File: src/mdmac_arb.sv
// Purpose: shared constants and the channel arbiter of the dma controller
// Assumes: one clock, pclk; all inputs synchronous to it
// Notes: the package sits here so the design stays in two files
`timescale 1ns/10ps

package mdmac_pkg;
    // ------------------------------------------------------------
    // sizes and register offsets
    // ------------------------------------------------------------
    localparam int NCH = 32;
    localparam logic [7:0] REG_CFG = 8'h00;
    localparam logic [7:0] REG_BASE = 8'h04;
    localparam logic [7:0] REG_ALTBASE = 8'h08;
    localparam logic [7:0] REG_SWREQ = 8'h0C;
    localparam logic [7:0] REG_MASK_SET = 8'h10;
    localparam logic [7:0] REG_MASK_CLR = 8'h14;
    localparam logic [7:0] REG_PRIO_SET = 8'h18;
    localparam logic [7:0] REG_PRIO_CLR = 8'h1C;
    localparam logic [7:0] REG_ALT_SET = 8'h20;
    localparam logic [7:0] REG_ALT_CLR = 8'h24;
    localparam logic [7:0] REG_ENA_SET = 8'h28;
    localparam logic [7:0] REG_ENA_CLR = 8'h2C;
    localparam logic [7:0] REG_ERR = 8'h30;
    localparam logic [7:0] REG_STAT = 8'h34;
    localparam logic [7:0] REG_REMAIN = 8'h38;
    localparam logic [31:0] RST_WORD = 32'h0000_0000;
    localparam logic [21:0] RST_BASE = 22'h00_0000;
    // ------------------------------------------------------------
    // control table layout: 64 entries of 16 bytes
    // ------------------------------------------------------------
    localparam int BASE_LSB = 10;
    localparam logic [31:0] ALT_OFFSET = 32'h0000_0200;
    localparam logic [3:0] DESC_SRC = 4'h0;
    localparam logic [3:0] DESC_DST = 4'h4;
    localparam logic [3:0] DESC_CTL = 4'h8;
    localparam int CTL_MODE_LSB = 0;
    localparam int CTL_CNT_LSB = 4;
    localparam int CTL_SIZE_LSB = 24;
    localparam int CTL_SINC_LSB = 26;
    localparam int CTL_DINC_LSB = 30;
    localparam logic [1:0] INC_NONE = 2'h3;
    localparam logic [1:0] SIZE_WORD = 2'h2;
    localparam logic [10:0] CNT_ZERO = 11'h000;
    localparam logic [10:0] CNT_ONE = 11'h001;

    typedef enum logic [2:0] {
        MODE_STOP = 3'h0,
        MODE_BASIC = 3'h1,
        MODE_AUTO = 3'h2,
        MODE_PINGPONG = 3'h3,
        MODE_MEM_SG = 3'h4,
        MODE_PER_SG = 3'h5
    } mdmac_mode_e;

    // address step for one item; none keeps the pointer still
    function automatic logic [31:0] mdmac_step(logic [1:0] inc);
        return (inc == INC_NONE) ? 32'h0000_0000 : (32'h0000_0001 << inc);
    endfunction
endpackage

// picks the lowest pending channel, high-priority group first
module mdmac_arb
    import mdmac_pkg::*;
(
    input wire logic [31:0] pend,
    input wire logic [31:0] prio,
    output logic valid,
    output logic [4:0] chan
);
    // ------------------------------------------------------------
    // priority encoder
    // ------------------------------------------------------------
    logic [31:0] hi_pend;
    logic [31:0] pick_vec;

    assign hi_pend = pend & prio;
    assign pick_vec = (hi_pend != RST_WORD) ? hi_pend : pend;
    assign valid = (pend != RST_WORD);

    // lowest set bit wins; a loop keeps it compact
    always_comb begin
        chan = 5'h00;
        for (int i = NCH - 1; i >= 0; i--) begin
            if (pick_vec[i]) begin
                chan = 5'(i);
            end
        end
    end
endmodule // mdmac_arb

File: src/mdmac_top.sv
// Purpose: multichannel dma controller, apb registers plus memory master
// Assumes: memory bus holds request until ack; err is valid with ack
// Notes: one channel moves at a time, one item per read/write pair
//
// The APB register port and the register addresses were decided locally.
`timescale 1ns/10ps

module mdmac_top
    import mdmac_pkg::*;
(
    input wire logic pclk,
    input wire logic presetn,
    input wire logic psel,
    input wire logic penable,
    input wire logic pwrite,
    input wire logic [7:0] paddr,
    input wire logic [31:0] pwdata,
    output logic [31:0] prdata,
    output logic pready,
    output logic pslverr,
    output logic mem_req,
    output logic mem_we,
    output logic [31:0] mem_addr,
    output logic [31:0] mem_wdata,
    output logic [1:0] mem_size,
    input wire logic [31:0] mem_rdata,
    input wire logic mem_ack,
    input wire logic mem_err,
    input wire logic [31:0] dma_req,
    output logic [31:0] periph_done,
    output logic irq
);
    // ------------------------------------------------------------
    // state
    // ------------------------------------------------------------
    typedef enum logic [8:0] {
        S_IDLE = 9'h001,
        S_RD_CTL = 9'h002,
        S_RD_SRC = 9'h004,
        S_RD_DST = 9'h008,
        S_RD_DATA = 9'h010,
        S_WR_DATA = 9'h020,
        S_WB_SRC = 9'h040,
        S_WB_DST = 9'h080,
        S_WB_CTL = 9'h100
    } mdmac_state_e;

    mdmac_state_e state;
    logic glob_en;
    logic [21:0] base_hi;
    logic [31:0] ena;
    logic [31:0] req_mask;
    logic [31:0] prio;
    logic [31:0] alt_sel;
    logic [31:0] sw_pend;
    logic err_flag;
    logic [4:0] ch;
    logic cur_alt;
    logic from_sw;
    mdmac_mode_e cur_mode;
    logic [31:0] src_ptr;
    logic [31:0] dst_ptr;
    logic [31:0] ctl;
    logic [31:0] data_buf;

    // ------------------------------------------------------------
    // apb decode
    // ------------------------------------------------------------
    logic wr_en;
    logic [31:0] rd_mux;
    logic addr_ok;

    // write lands only on the completing access edge
    assign wr_en = psel & penable & pready & pwrite;
    assign addr_ok = (paddr <= REG_REMAIN) && (paddr[1:0] == 2'h0);

    // read view of state; reserved bits read zero
    assign rd_mux =
        (paddr == REG_CFG) ? {30'h0, ~state[0], glob_en} :
        (paddr == REG_BASE) ? {base_hi, 10'h000} :
        (paddr == REG_ALTBASE) ? ({base_hi, 10'h000} | ALT_OFFSET) :
        (paddr == REG_SWREQ) ? sw_pend :
        (paddr == REG_MASK_SET) ? req_mask :
        (paddr == REG_PRIO_SET) ? prio :
        (paddr == REG_ALT_SET) ? alt_sel :
        (paddr == REG_ENA_SET) ? ena :
        (paddr == REG_ERR) ? {31'h0, err_flag} :
        (paddr == REG_STAT) ? {23'h0, cur_alt, 3'h0, ch} :
        (paddr == REG_REMAIN) ?
            {13'h0000, cur_mode, ch, ctl[CTL_CNT_LSB +: 11]} :
        RST_WORD;

    // one wait-free access phase: ready raised by the setup cycle
    always_ff @(posedge pclk or negedge presetn) begin
        if (!presetn) begin
            pready <= 1'b0;
            prdata <= RST_WORD;
            pslverr <= 1'b0;
        end else begin
            pready <= psel & ~penable;
            prdata <= (psel & ~penable & ~pwrite) ? rd_mux : RST_WORD;
            pslverr <= psel & ~penable & ~addr_ok;
        end
    end

    // ------------------------------------------------------------
    // per-register write strobes
    // ------------------------------------------------------------
    function automatic logic [31:0] wmask(logic [7:0] off);
        return (wr_en && paddr == off) ? pwdata : RST_WORD;
    endfunction

    logic [31:0] sw_set_ena;
    logic [31:0] sw_clr_ena;
    logic [31:0] sw_req_set;
    logic err_clr;

    assign sw_set_ena = wmask(REG_ENA_SET);
    assign sw_clr_ena = wmask(REG_ENA_CLR);
    assign sw_req_set = wmask(REG_SWREQ);
    assign err_clr = wmask(REG_ERR) != RST_WORD;

    // ------------------------------------------------------------
    // arbitration
    // ------------------------------------------------------------
    logic [31:0] hw_req;
    logic [31:0] pend;
    logic arb_valid;
    logic [4:0] arb_ch;

    // masked peripheral requests plus software requests
    assign hw_req = dma_req & ~req_mask;
    assign pend = ena & (hw_req | sw_pend);

    mdmac_arb u_arb (
        .pend(pend),
        .prio(prio),
        .valid(arb_valid),
        .chan(arb_ch)
    );

    // ------------------------------------------------------------
    // descriptor fields and memory addressing
    // ------------------------------------------------------------
    logic [10:0] cnt;
    logic [1:0] item_size;
    logic [31:0] src_step;
    logic [31:0] dst_step;
    logic [31:0] desc_addr;
    logic [31:0] wb_ctl;
    logic acked;
    logic start;
    logic stop_mode;
    logic last_item;
    logic keep_going;
    logic req_live;
    logic chain_mode;

    assign cnt = ctl[CTL_CNT_LSB +: 11];
    assign item_size = ctl[CTL_SIZE_LSB +: 2];
    assign src_step = mdmac_step(ctl[CTL_SINC_LSB +: 2]);
    assign dst_step = mdmac_step(ctl[CTL_DINC_LSB +: 2]);
    // table index is {alternate, channel}: alt entries sit at 32..63
    assign desc_addr = {base_hi, cur_alt, ch, 4'h0};
    // a finished structure goes back with mode stopped, count zero
    assign wb_ctl = (cnt == CNT_ZERO) ?
        {ctl[31:3], MODE_STOP} : ctl;
    assign acked = mem_req & mem_ack;
    assign start = (state == S_IDLE) & glob_en & arb_valid & ~mem_req;
    assign stop_mode = mem_rdata[CTL_MODE_LSB +: 3] == MODE_STOP;
    assign last_item = (cnt == CNT_ONE);
    // software starts count as a held request
    assign req_live = from_sw | hw_req[ch];
    assign keep_going = glob_en & ena[ch] &
        ((cur_mode != MODE_BASIC) | req_live);
    assign chain_mode = (cur_mode == MODE_PINGPONG) |
        (cur_mode == MODE_MEM_SG) | (cur_mode == MODE_PER_SG);

    // ------------------------------------------------------------
    // completion and error events
    // ------------------------------------------------------------
    logic done_evt;
    logic stopped_evt;
    logic err_evt;
    logic [31:0] ch_bit;
    logic [31:0] hw_clr_ena;
    logic [31:0] hw_clr_req;

    assign ch_bit = 32'h0000_0001 << ch;
    assign err_evt = acked & mem_err;
    assign done_evt = acked & ~mem_err & (state == S_WB_CTL) &
        (cnt == CNT_ZERO);
    // a stopped entry at fetch ends a ping-pong or task chain
    assign stopped_evt = acked & ~mem_err & (state == S_RD_CTL) & stop_mode;
    // chain modes stay enabled to fetch the other structure
    assign hw_clr_ena = (err_evt | stopped_evt |
        (done_evt & ~chain_mode)) ? ch_bit : RST_WORD;
    assign hw_clr_req = start ? (32'h0000_0001 << arb_ch) : RST_WORD;

    // ------------------------------------------------------------
    // configuration and attribute registers
    // ------------------------------------------------------------
    always_ff @(posedge pclk or negedge presetn) begin
        if (!presetn) begin
            glob_en <= 1'b0;
            base_hi <= RST_BASE;
            req_mask <= RST_WORD;
            prio <= RST_WORD;
        end else begin
            if (wr_en && paddr == REG_CFG) begin
                glob_en <= pwdata[0];
            end
            if (wr_en && paddr == REG_BASE) begin
                base_hi <= pwdata[31:BASE_LSB];
            end
            req_mask <= (req_mask | wmask(REG_MASK_SET)) &
                ~wmask(REG_MASK_CLR);
            prio <= (prio | wmask(REG_PRIO_SET)) & ~wmask(REG_PRIO_CLR);
        end
    end

    // hardware and software share these; sets win over clears, except in alt_sel, where REG_ALT_CLR wins over REG_ALT_SET
    logic [31:0] alt_flip;
    assign alt_flip = (done_evt & chain_mode) ? ch_bit : RST_WORD;

    always_ff @(posedge pclk or negedge presetn) begin
        if (!presetn) begin
            ena <= RST_WORD;
            sw_pend <= RST_WORD;
            alt_sel <= RST_WORD;
            err_flag <= 1'b0;
        end else begin
            ena <= (ena & ~sw_clr_ena & ~hw_clr_ena) | sw_set_ena;
            sw_pend <= (sw_pend & ~hw_clr_req) | sw_req_set;
            // after basic or auto the channel falls back to primary
            alt_sel <= (((alt_sel ^ alt_flip) &
                ~((done_evt & ~chain_mode) ? ch_bit : RST_WORD)) |
                wmask(REG_ALT_SET)) & ~wmask(REG_ALT_CLR);
            err_flag <= (err_flag & ~err_clr) | err_evt;
        end
    end

    // ------------------------------------------------------------
    // interrupt outputs
    // ------------------------------------------------------------
    // completions pulse once and need no acknowledging; an error holds irq until a nonzero write to REG_ERR
    always_ff @(posedge pclk or negedge presetn) begin
        if (!presetn) begin
            irq <= 1'b0;
            periph_done <= RST_WORD;
        end else begin
            irq <= ((err_flag & ~err_clr) | err_evt) |
                (done_evt & from_sw);
            periph_done <= (done_evt & ~from_sw) ?
                ch_bit : RST_WORD;
        end
    end

    // ------------------------------------------------------------
    // memory request issue
    // ------------------------------------------------------------
    logic [31:0] next_addr;
    logic [31:0] next_wdata;
    logic next_we;
    logic issue;

    // one idle cycle after each ack keeps the request logic simple
    assign issue = ~mem_req & (state != S_IDLE);
    assign next_addr =
        (state == S_RD_CTL) ? (desc_addr | {28'h0, DESC_CTL}) :
        (state == S_RD_SRC) ? (desc_addr | {28'h0, DESC_SRC}) :
        (state == S_RD_DST) ? (desc_addr | {28'h0, DESC_DST}) :
        (state == S_RD_DATA) ? src_ptr :
        (state == S_WR_DATA) ? dst_ptr :
        (state == S_WB_SRC) ? (desc_addr | {28'h0, DESC_SRC}) :
        (state == S_WB_DST) ? (desc_addr | {28'h0, DESC_DST}) :
        (desc_addr | {28'h0, DESC_CTL});
    assign next_wdata =
        (state == S_WR_DATA) ? data_buf :
        (state == S_WB_SRC) ? src_ptr :
        (state == S_WB_DST) ? dst_ptr : wb_ctl;
    assign next_we = (state == S_WR_DATA) | (state == S_WB_SRC) |
        (state == S_WB_DST) | (state == S_WB_CTL);

    always_ff @(posedge pclk or negedge presetn) begin
        if (!presetn) begin
            mem_req <= 1'b0;
            mem_we <= 1'b0;
            mem_addr <= RST_WORD;
            mem_wdata <= RST_WORD;
            mem_size <= SIZE_WORD;
        end else if (issue) begin
            mem_req <= 1'b1;
            mem_we <= next_we;
            mem_addr <= next_addr;
            mem_wdata <= next_wdata;
            mem_size <= ((state == S_RD_DATA) | (state == S_WR_DATA)) ?
                item_size : SIZE_WORD;
        end else if (acked) begin
            mem_req <= 1'b0;
        end
    end

    // ------------------------------------------------------------
    // channel engine
    // ------------------------------------------------------------
    always_ff @(posedge pclk or negedge presetn) begin
        if (!presetn) begin
            state <= S_IDLE;
            ch <= 5'h00;
            cur_alt <= 1'b0;
            from_sw <= 1'b0;
            cur_mode <= MODE_STOP;
            src_ptr <= RST_WORD;
            dst_ptr <= RST_WORD;
            ctl <= RST_WORD;
            data_buf <= RST_WORD;
        end else if (start) begin
            ch <= arb_ch;
            cur_alt <= alt_sel[arb_ch];
            from_sw <= sw_pend[arb_ch];
            state <= S_RD_CTL;
        end else if (err_evt) begin
            state <= S_IDLE;
        end else if (acked) begin
            unique case (state)
                S_RD_CTL: begin
                    ctl <= mem_rdata;
                    cur_mode <= mdmac_mode_e'(mem_rdata[2:0]);
                    state <= stop_mode ? S_IDLE : S_RD_SRC;
                end
                S_RD_SRC: begin
                    src_ptr <= mem_rdata;
                    state <= S_RD_DST;
                end
                S_RD_DST: begin
                    dst_ptr <= mem_rdata;
                    state <= (cnt == CNT_ZERO) ? S_WB_CTL : S_RD_DATA;
                end
                S_RD_DATA: begin
                    data_buf <= mem_rdata;
                    state <= S_WR_DATA;
                end
                S_WR_DATA: begin
                    src_ptr <= src_ptr + src_step;
                    dst_ptr <= dst_ptr + dst_step;
                    ctl[CTL_CNT_LSB +: 11] <= cnt - CNT_ONE;
                    // pause writes progress back and frees the engine
                    state <= (last_item | ~keep_going) ?
                        S_WB_SRC : S_RD_DATA;
                end
                S_WB_SRC: state <= S_WB_DST;
                S_WB_DST: state <= S_WB_CTL;
                S_WB_CTL: state <= S_IDLE;
                S_IDLE: state <= S_IDLE;
            endcase
        end
    end
endmodule // mdmac_top

File: config.mk
export PLATFORM = sky130hd
export DESIGN_NAME = mdmac_top
export DESIGN_NICKNAME = d
export VERILOG_FILES = /design/src/mdmac_arb.sv /design/src/mdmac_top.sv
export SDC_FILE = /design/constraint.sdc
export NUM_CORES = 1
export LEC_CHECK = 0
export BUFFER_PORTS_ARGS = -buffer_cell sky130_fd_sc_hd__buf_2
export CORE_UTILIZATION = 45
export DETAILED_ROUTE_END_ITERATION = 16
export HOLD_SLACK_MARGIN = 0.15
export PLACE_DENSITY_LB_ADDON = 0.3
export REMOVE_ABC_BUFFERS = 1
export SETUP_SLACK_MARGIN = 0.2
export SLEW_MARGIN = 40
export SYNTH_ARGS = -nofsm -noshare
export SYNTH_HDL_FRONTEND = slang
export SYNTH_HIERARCHICAL = 1
export SYNTH_SLANG_ARGS = --single-unit
export TNS_END_PERCENT = 50
File: constraint.sdc
create_clock -name pclk -period 5.6 [get_ports pclk]
set_clock_uncertainty 0.15 [all_clocks]
set_input_delay 0.56 -clock pclk [delete_from_list [all_inputs] [get_ports pclk]]
set_output_delay 0.56 -clock pclk [all_outputs]
set_load 0.1 [all_outputs]
==> flow_metrics.tcl, run 1 <==
set metrics [dict create \
    io_buffers 245 \
    die_w_um 240 \
    p_seq_share_pct 43.2 \
    dieArea_um2 57600 \
    antenna_found_initial 3 \
    synth_edf_count 0 \
    wl_per_cell_um 28.9 \
    status "finished clean" \
    p_per_area_nw_per_um2 312 \
    grt_pass1_wl_um 158000 \
    cp_max_fo 17 \
    synth-seq-area-share_pct 45.5 \
    dr.pass1.iters 9 \
    netSwitchingFraction_pct 33.4 \
    worst-path-buf-inv 2 \
    grt_max_degree 118 \
    grt_pass1_vias 23800 \
    rsz0062_at_grt "no" \
    ir_worst_vdd_mv 0.279 \
    syn_to_final_growth_pct 18.6 \
    overflow 0 \
    clkPwrFrac_pct 38.6 \
    totalWireLength_um 107000 \
    power_switching_w 0.00315 \
    nets 3049 \
    relSlewSlack_pct 36.8 \
    drive_gt1_share_pct 20.4 \
    final_cells 3720 \
    htree_levels 2 \
    vias_per_cell 6.72 \
    max_stage_delay_ps 540 \
    fp.dieH_um 240 \
    clkTransAtPathRegs_ps 60 \
    combPwrFrac_pct 18.2 \
    crit_family "compound AO/OA/AOI/OAI gates" \
    cts.sinks 463 \
    hpwl_um 76500 \
    io_pins 246 \
    holdBufCountCts 66 \
    gp_congestion 0.987 \
    post_cts.repair.setup_buffers 0 \
    async_flop_share_pct 100 \
    yosysWarnings 6 \
    dp.cells 3554 \
    tightest_slew_ps 948 \
    timing.fmax_mhz 204 \
    p_leak_nw 13.2 \
    drt_first_iter_violations 3143 \
    finalHoldViolations 0 \
    required_ps 5950 \
    maxCapViolations 0 \
    cts_tree "yes" \
    ff2ff_setup_slack_ps 690 \
    ys_ff_latch 463 \
    ys.flop_type "dfrtp_1" \
    ant_nets 0 \
    holdCritPathClass "input port to flip-flop" \
    end_kind "flip-flop" \
    numCtsBuffers 52 \
    p_int_w 0.00628 \
    fin_crit_sh_pct 87.6 \
    syn_area_per_cell_um2 9.37 \
    vias 25000 \
    worstSetupPathType "flip-flop to flip-flop" \
    drc_errors 0 \
    cp-start-kind "flip-flop" \
    ctsResizeCount 0 \
    netlist_area_um2 25500 \
    maxSlewViolCount 0 \
    setup-tns-final_ps 0 \
    clk_path_buf_depth 3 \
    clockRootBuffer "clkbuf_16" \
    setup_viol 0 \
    period_needed_ps 4910 \
    start_util_pct 45.9 \
    insertion_delay_ps 630 \
    ys_types 89 \
    grt_usage_pct 37.1 \
    fp.coreArea_um2 55500 \
    rows 86 \
    cp.arrival_ps 5250 \
    cp_slowest_cell "mux4_2" \
    crit_path_cell_trace "o21a_1, a22oi_1, nand4_1, nor4_4, buf_4, o21ai_0, nor2b_1, a311oi_1, o31ai_1, a21oi_4, buf_4, mux4_2, mux4_2, a21oi_1, o21ai_0" \
    syn_inst 2718 \
]
## power by group through the flow
| stage | Combinational, W | Clock, W | Sequential, W |
|---|---|---|---|
| final | 0.00172 | 0.00364 | 0.00407 |
| after global routing | 0.00184 | 0.00382 | 0.00410 |
| after CTS | 0.00170 | 0.00367 | 0.00405 |
| after detailed placement | 0.00166 | 0 | 0.00411 |
| after global placement | 0.00160 | 0 | 0.00409 |
| after floorplan | 0.000774 | 0 | 0.00426 |
## state kept, by name, summed over array words and instances (netlist names), 2 cells and up
name	count
mem_addr	32
alt_sel	32
sw_pend	32
prio	32
base_hi	22
ena	32
dst_ptr	32
state	9
src_ptr	32
ch	5
req_mask	32
ctl	30
cur_mode	2
prdata	32
periph_done	32
data_buf	32
mem_wdata	32
mem_size	2
## routing by layer
metal | part of all wire (%) | vias to the layer above | routed length (um) | global-route usage [%]
met4 | 3.9 | 0 | 4190 | 13.3
met5 | 0 | - | 0 | 0
li1 | - | 10700 | - | -
met2 | 46 | 1547 | 49900 | 59.3
met1 | 40 | 12500 | 42600 | 49.9
met3 | 10 | 288 | 10700 | 7.77
## synthesized netlist by cell type, types with 7 or more instances
library cell	number	area, um2
a221oi_1	11	96.3
mux2i_1	9	90.1
and2_1	11	68.8
o21ai_0	144	721
o41ai_1	10	87.6
buf_2	45	225
nand3b_1	23	173
a32oi_1	18	158
or3_1	36	225
mux4_2	27	608
nand4_1	31	194
nor4b_1	7	61.3
o22ai_1	53	332
o31ai_1	48	360
dfrtp_1	461	11500
ha_1	9	113
o21ai_1	41	205
mux2_2	100	1130
a21o_1	10	75.1
buf_1	17	63.8
nor4_1	25	156
a21oi_1	262	1310
and3_1	18	113
nand2b_1	15	93.8
nand2_1	333	1250
a22oi_1	61	458
nor2_1	170	638
a31oi_1	31	194
o311ai_0	16	140
a32o_1	33	330
or2_2	7	43.8
o311a_1	17	170
nand3_1	84	420
a222oi_1	44	440
clkbuf_1	161	604
nor2b_1	51	319
o22a_1	11	96.3
nor3_1	33	165
a22o_1	32	280
a2bb2oi_1	17	149
o21a_1	43	323
inv_1	27	101
## layout by cell type, fill, tap and decap left out, types with 58 or more instances in the layout
master	instances
dlygate4sd3_1	66
buf_4	58
nand2_1	332
a22oi_1	61
buf_2	244
o21ai_0	143
nand3_1	84
a21oi_1	260
dfrtp_1	457
nor2_1	160
mux2_2	100
## cells by family (layout without fill, tap and decap cells)
kind of cell | count (synthesis) | count (layout) | share of synthesized area (%)
compound gates | 949 | 949 | 25.0
xor+xnor | 4 | 4 | 0.138
fa+ha+maj | 11 | 11 | 0.599
buf+inv | 264 | 515 | 4.35
flops | 463 | 463 | 45.5
mux | 136 | 136 | 7.16
other cells | 0 | 3 | 0
simple gates | 891 | 891 | 17.2
## cell type report
type	instances	area [um2]
Clock inverter	16	221
Clock buffer	80	1600
Timing Repair Buffer	391	2780
Fill cell	5039	25300
Tap cell	748	936
Multi-Input combinational cell	1991	13000
Inverter	28	105
Antenna cell	3	7.51
Sequential cell	463	11600
## final timing paths
check                                         start                  endpoint  cells after the start
hold / removal                               pwrite       prdata[1]$_DFF_PN0_                      4
setup reg to reg               sw_pend[3]$_DFF_PN0_       from_sw$_DFFE_PN0P_                     15
hold reg to reg            mem_addr[31]$_DFFE_PN0P_  mem_addr[31]$_DFFE_PN0P_                      2
max in group asynchronous                   presetn    base_hi[0]$_DFFE_PN0P_                      4
min in group asynchronous                   presetn     req_mask[4]$_DFF_PN0_                      2
setup / recovery               sw_pend[3]$_DFF_PN0_       from_sw$_DFFE_PN0P_                     15
## tightest hold or removal path: stages
cell and delay [ps]:
buf_2 100, nor2_1 70, nand2_1 90, o22ai_1 90
## through the flow
step,utilization (%),worst slack [ps],total power [W],hold WS [ps],cell area (um2)
2_1_floorplan,-,-5010,0.00504,114,24500
3_3_place_gp,49.1,492,0.00569,310,27300
3_5_place_dp,49.9,358,0.00577,314,27700
4_1_cts,54.3,730,0.00942,155,30200
5_1_grt,54.4,391,0.00976,163,30200
6_report,54.4,693,0.00943,174,30200
Note: power is estimated with default switching activity, not from simulation.
==> inputs of run 2 (changes only) <==
==> constraint.sdc (replaced) <==
create_clock -name pclk -period 4.79 [get_ports pclk]
set_clock_uncertainty 0.15 [all_clocks]
set_input_delay 0.479 -clock pclk [delete_from_list [all_inputs] [get_ports pclk]]
set_output_delay 0.479 -clock pclk [all_outputs]
set_load 0.1 [all_outputs]
==> run 2 against run 1 <==
First-iteration DRC count rose by 15%. Hold slack improved by 15 ps. Critical path depth rose by 4. Register-to-register slack got worse by 400 ps. Non-clock buffer count rose by 83. Total power rose by 20%. Combinational power rose by 20%. Clock power rose by 22%. Fmax rose by 9.2%. Critical endpoint unchanged. Highest routed layer is now met5.
==> flow_metrics.tcl, run 2 (synthesis gave the netlist of run 1 again) <==
set metrics [dict create \
    fp.coreArea_um2 55500 \
    timing.fmax_mhz 223 \
    combPwrFrac_pct 18.2 \
    r2r_start "req_mask[29]$_DFF_PN0_" \
    fp.dieH_um 240 \
    totalWireLength_um 110000 \
    insertion_delay_ps 630 \
    met2WireLength_um 50800 \
    overflow 0 \
    cp.arrival_ps 4830 \
    period_needed_ps 4490 \
    final_cell_mix "dfrtp_1 (456), nand2_1 (332), a21oi_1 (259)" \
    clk_path_buf_depth 3 \
    power_switching_w 0.00376 \
    max_stage_delay_ps 530 \
    layout_commonest_cell "dfrtp_1" \
    netSwitchingFraction_pct 33.4 \
    gp_congestion 0.989 \
    maxCapViolations 0 \
    reg2regPathDepth 19 \
    numCtsBuffers 54 \
    p_leak_nw 13.7 \
    wl_per_cell_um 28.8 \
    routed.top_layer "met5" \
    antenna_found_initial 3 \
    start_util_pct 45.9 \
    final_cells 3808 \
    relSlewSlack_pct 41.9 \
    grt_usage_pct 37.9 \
    cp_max_fo 19 \
    route.met3.wl_um 11100 \
    finalHoldViolations 0 \
    crit_path_cell_trace "nor2b_2, o21a_1, a22oi_1, nand4_1, nor4_4, buf_4, buf_4, o21ai_0, buf_4, nand2_1, or3_1, a21oi_2, o31ai_4, buf_12, buf_12, mux4_2, mux4_2, a21oi_2, o21ai_0" \
    fillers 4978 \
    holdCritPathClass "input port to flip-flop" \
    io_buffers 245 \
    vias 25700 \
    nets 3134 \
    grt_pass1_wl_um 162000 \
    fin_crit_sh_pct 93.8 \
    crit_cells 19 \
    clkTransAtPathRegs_ps 60 \
    crit_family "compound AO/OA/AOI/OAI gates" \
    worstSetupPathType "flip-flop to flip-flop" \
    tightest_slew_ps 871 \
    p_per_area_nw_per_um2 363 \
    clkPwrFrac_pct 39.5 \
    grt_pass1_vias 24800 \
    worst-path-buf-inv 5 \
    hpwl_um 79100 \
    status "finished clean" \
    crit_start "req_mask[29]$_DFF_PN0_" \
    ff2ff_setup_slack_ps 300 \
    htree_levels 2 \
    cpMostUsedCell "buf_4" \
    setup_viol 0 \
    syn_to_final_growth_pct 21.9 \
    die_w_um 240 \
    clockRootBuffer "clkbuf_16" \
    dr.pass1.iters 10 \
    wl_met1_um 43200 \
    cp-endpoint "from_sw$_DFFE_PN0P_" \
    rows 86 \
    grt_max_degree 108 \
    total_power_w 0.0113 \
    rsz0062_at_grt "no" \
    vias_per_cell 6.74 \
    drive_gt1_share_pct 23.2 \
    cp_slowest_cell "mux4_2" \
    drt_first_iter_violations 3604 \
    p_seq_share_pct 42.3 \
    ir_worst_vdd_mv 0.415 \
    cts_tree "yes" \
    maxSlewViolCount 0 \
    dp.cells 3616 \
    io_pins 246 \
    ant_nets 0 \
    end_kind "flip-flop" \
    drc_errors 0 \
    p_int_w 0.00751 \
    r2r_end "from_sw$_DFFE_PN0P_" \
    cp-start-kind "flip-flop" \
    cts.sinks 463 \
    required_ps 5130 \
    dieArea_um2 57600 \
]
## run 2: cell types whose count changed in the layout (fill, tap and decap cells not counted), moves of 5 or more
cell,change
buf_12,+10
buf_4,+69
dlygate4sd3_1,+7
nor2b_1,-9
nor2b_2,+9
o21a_1,-5
o21a_2,+5
o21ai_0,-6
o21ai_1,+6
## run 2: metrics by stage
| stage | utilization (%) | setup slack, ps | cell area, um2 | hold slack, ps | TNS (ps) |
|---|---|---|---|---|---|
| 2_1_floorplan | - | -5820 | 24500 | 33.4 | -455680 |
| 3_3_place_gp | 50.2 | -48.5 | 27900 | 310 | -73.3 |
| 3_5_place_dp | 50.6 | -117 | 28100 | 308 | -232 |
| 4_1_cts | 55.4 | 227 | 30800 | 168 | 0 |
| 5_1_grt | 55.9 | 179 | 31100 | 179 | 0 |
| 6_report | 55.9 | 298 | 31100 | 189 | 0 |
## run 2: power by group through the flow
stage               combinational, W  sequential, W  clock, W
detailed placement           0.00196        0.00480         0
CTS                          0.00202        0.00473   0.00448
global placement             0.00192        0.00479         0
global route                 0.00220        0.00480   0.00463
floorplan                   0.000904        0.00498         0
finish                       0.00206        0.00476   0.00445
## run 2: how the worst min path moves through the flow
stage                                        from                       end  slack [ps]  cells after the start
after global routing                   pwdata[31]    req_mask[31]$_DFF_PN0_         180                      2
after global placement    mem_addr[2]$_DFFE_PN0P_   mem_addr[2]$_DFFE_PN0P_         310                      1
final                                  pwdata[31]        prio[31]$_DFF_PN0_         190                      2
after detailed placement                  presetn  periph_done[1]$_DFF_PN0_         310                      1
after CTS                              pwdata[31]        prio[31]$_DFF_PN0_         170                      2
after floorplan                           presetn      alt_sel[0]$_DFF_PN0_          30                      0
## run 2: repair_timing
| action | 4_1_cts | 5_1_grt |
|---|---|---|
| buffers inserted | 1 | 8 |
| setup endpoints to repair | 2 | 2 |
| endpoints found under the hold margin | 400 | 0 |
| resized for setup | 0 | 35 |
| pin swaps | 1 | 8 |
| gates cloned | 0 | 3 |
| hold buffers | 73 | 0 |
## run 2: final cells by class
cell class	count	area, um2	area share, %
clock buffers	78	1600	5.16
inverters	28	105	0.338
clock inverters	24	314	1.01
diodes	2	5.00	0.0161
repair buffers	474	3480	11.2
multi-input cells	1991	13000	41.9
flip-flops and latches	463	11600	37.4
well taps	748	936	3.01
## run 2: routing by layer
metal  track usage (%)  up-vias
li1                  -    10900
met1              51.0    12700
met2              60.3     1726
met3              7.43      316
met4              14.3        2
met5                 0        -
## run 2: worst register-to-register path: cells and delay by family, from the launching register on
kind                   cells  cell delay [ps]
buffers and inverters      5              800
AND/OR/NAND/NOR            5              980
AO/OA/AOI/OAI              7             1220
flip-flops                 1              410
multiplexers               2              830
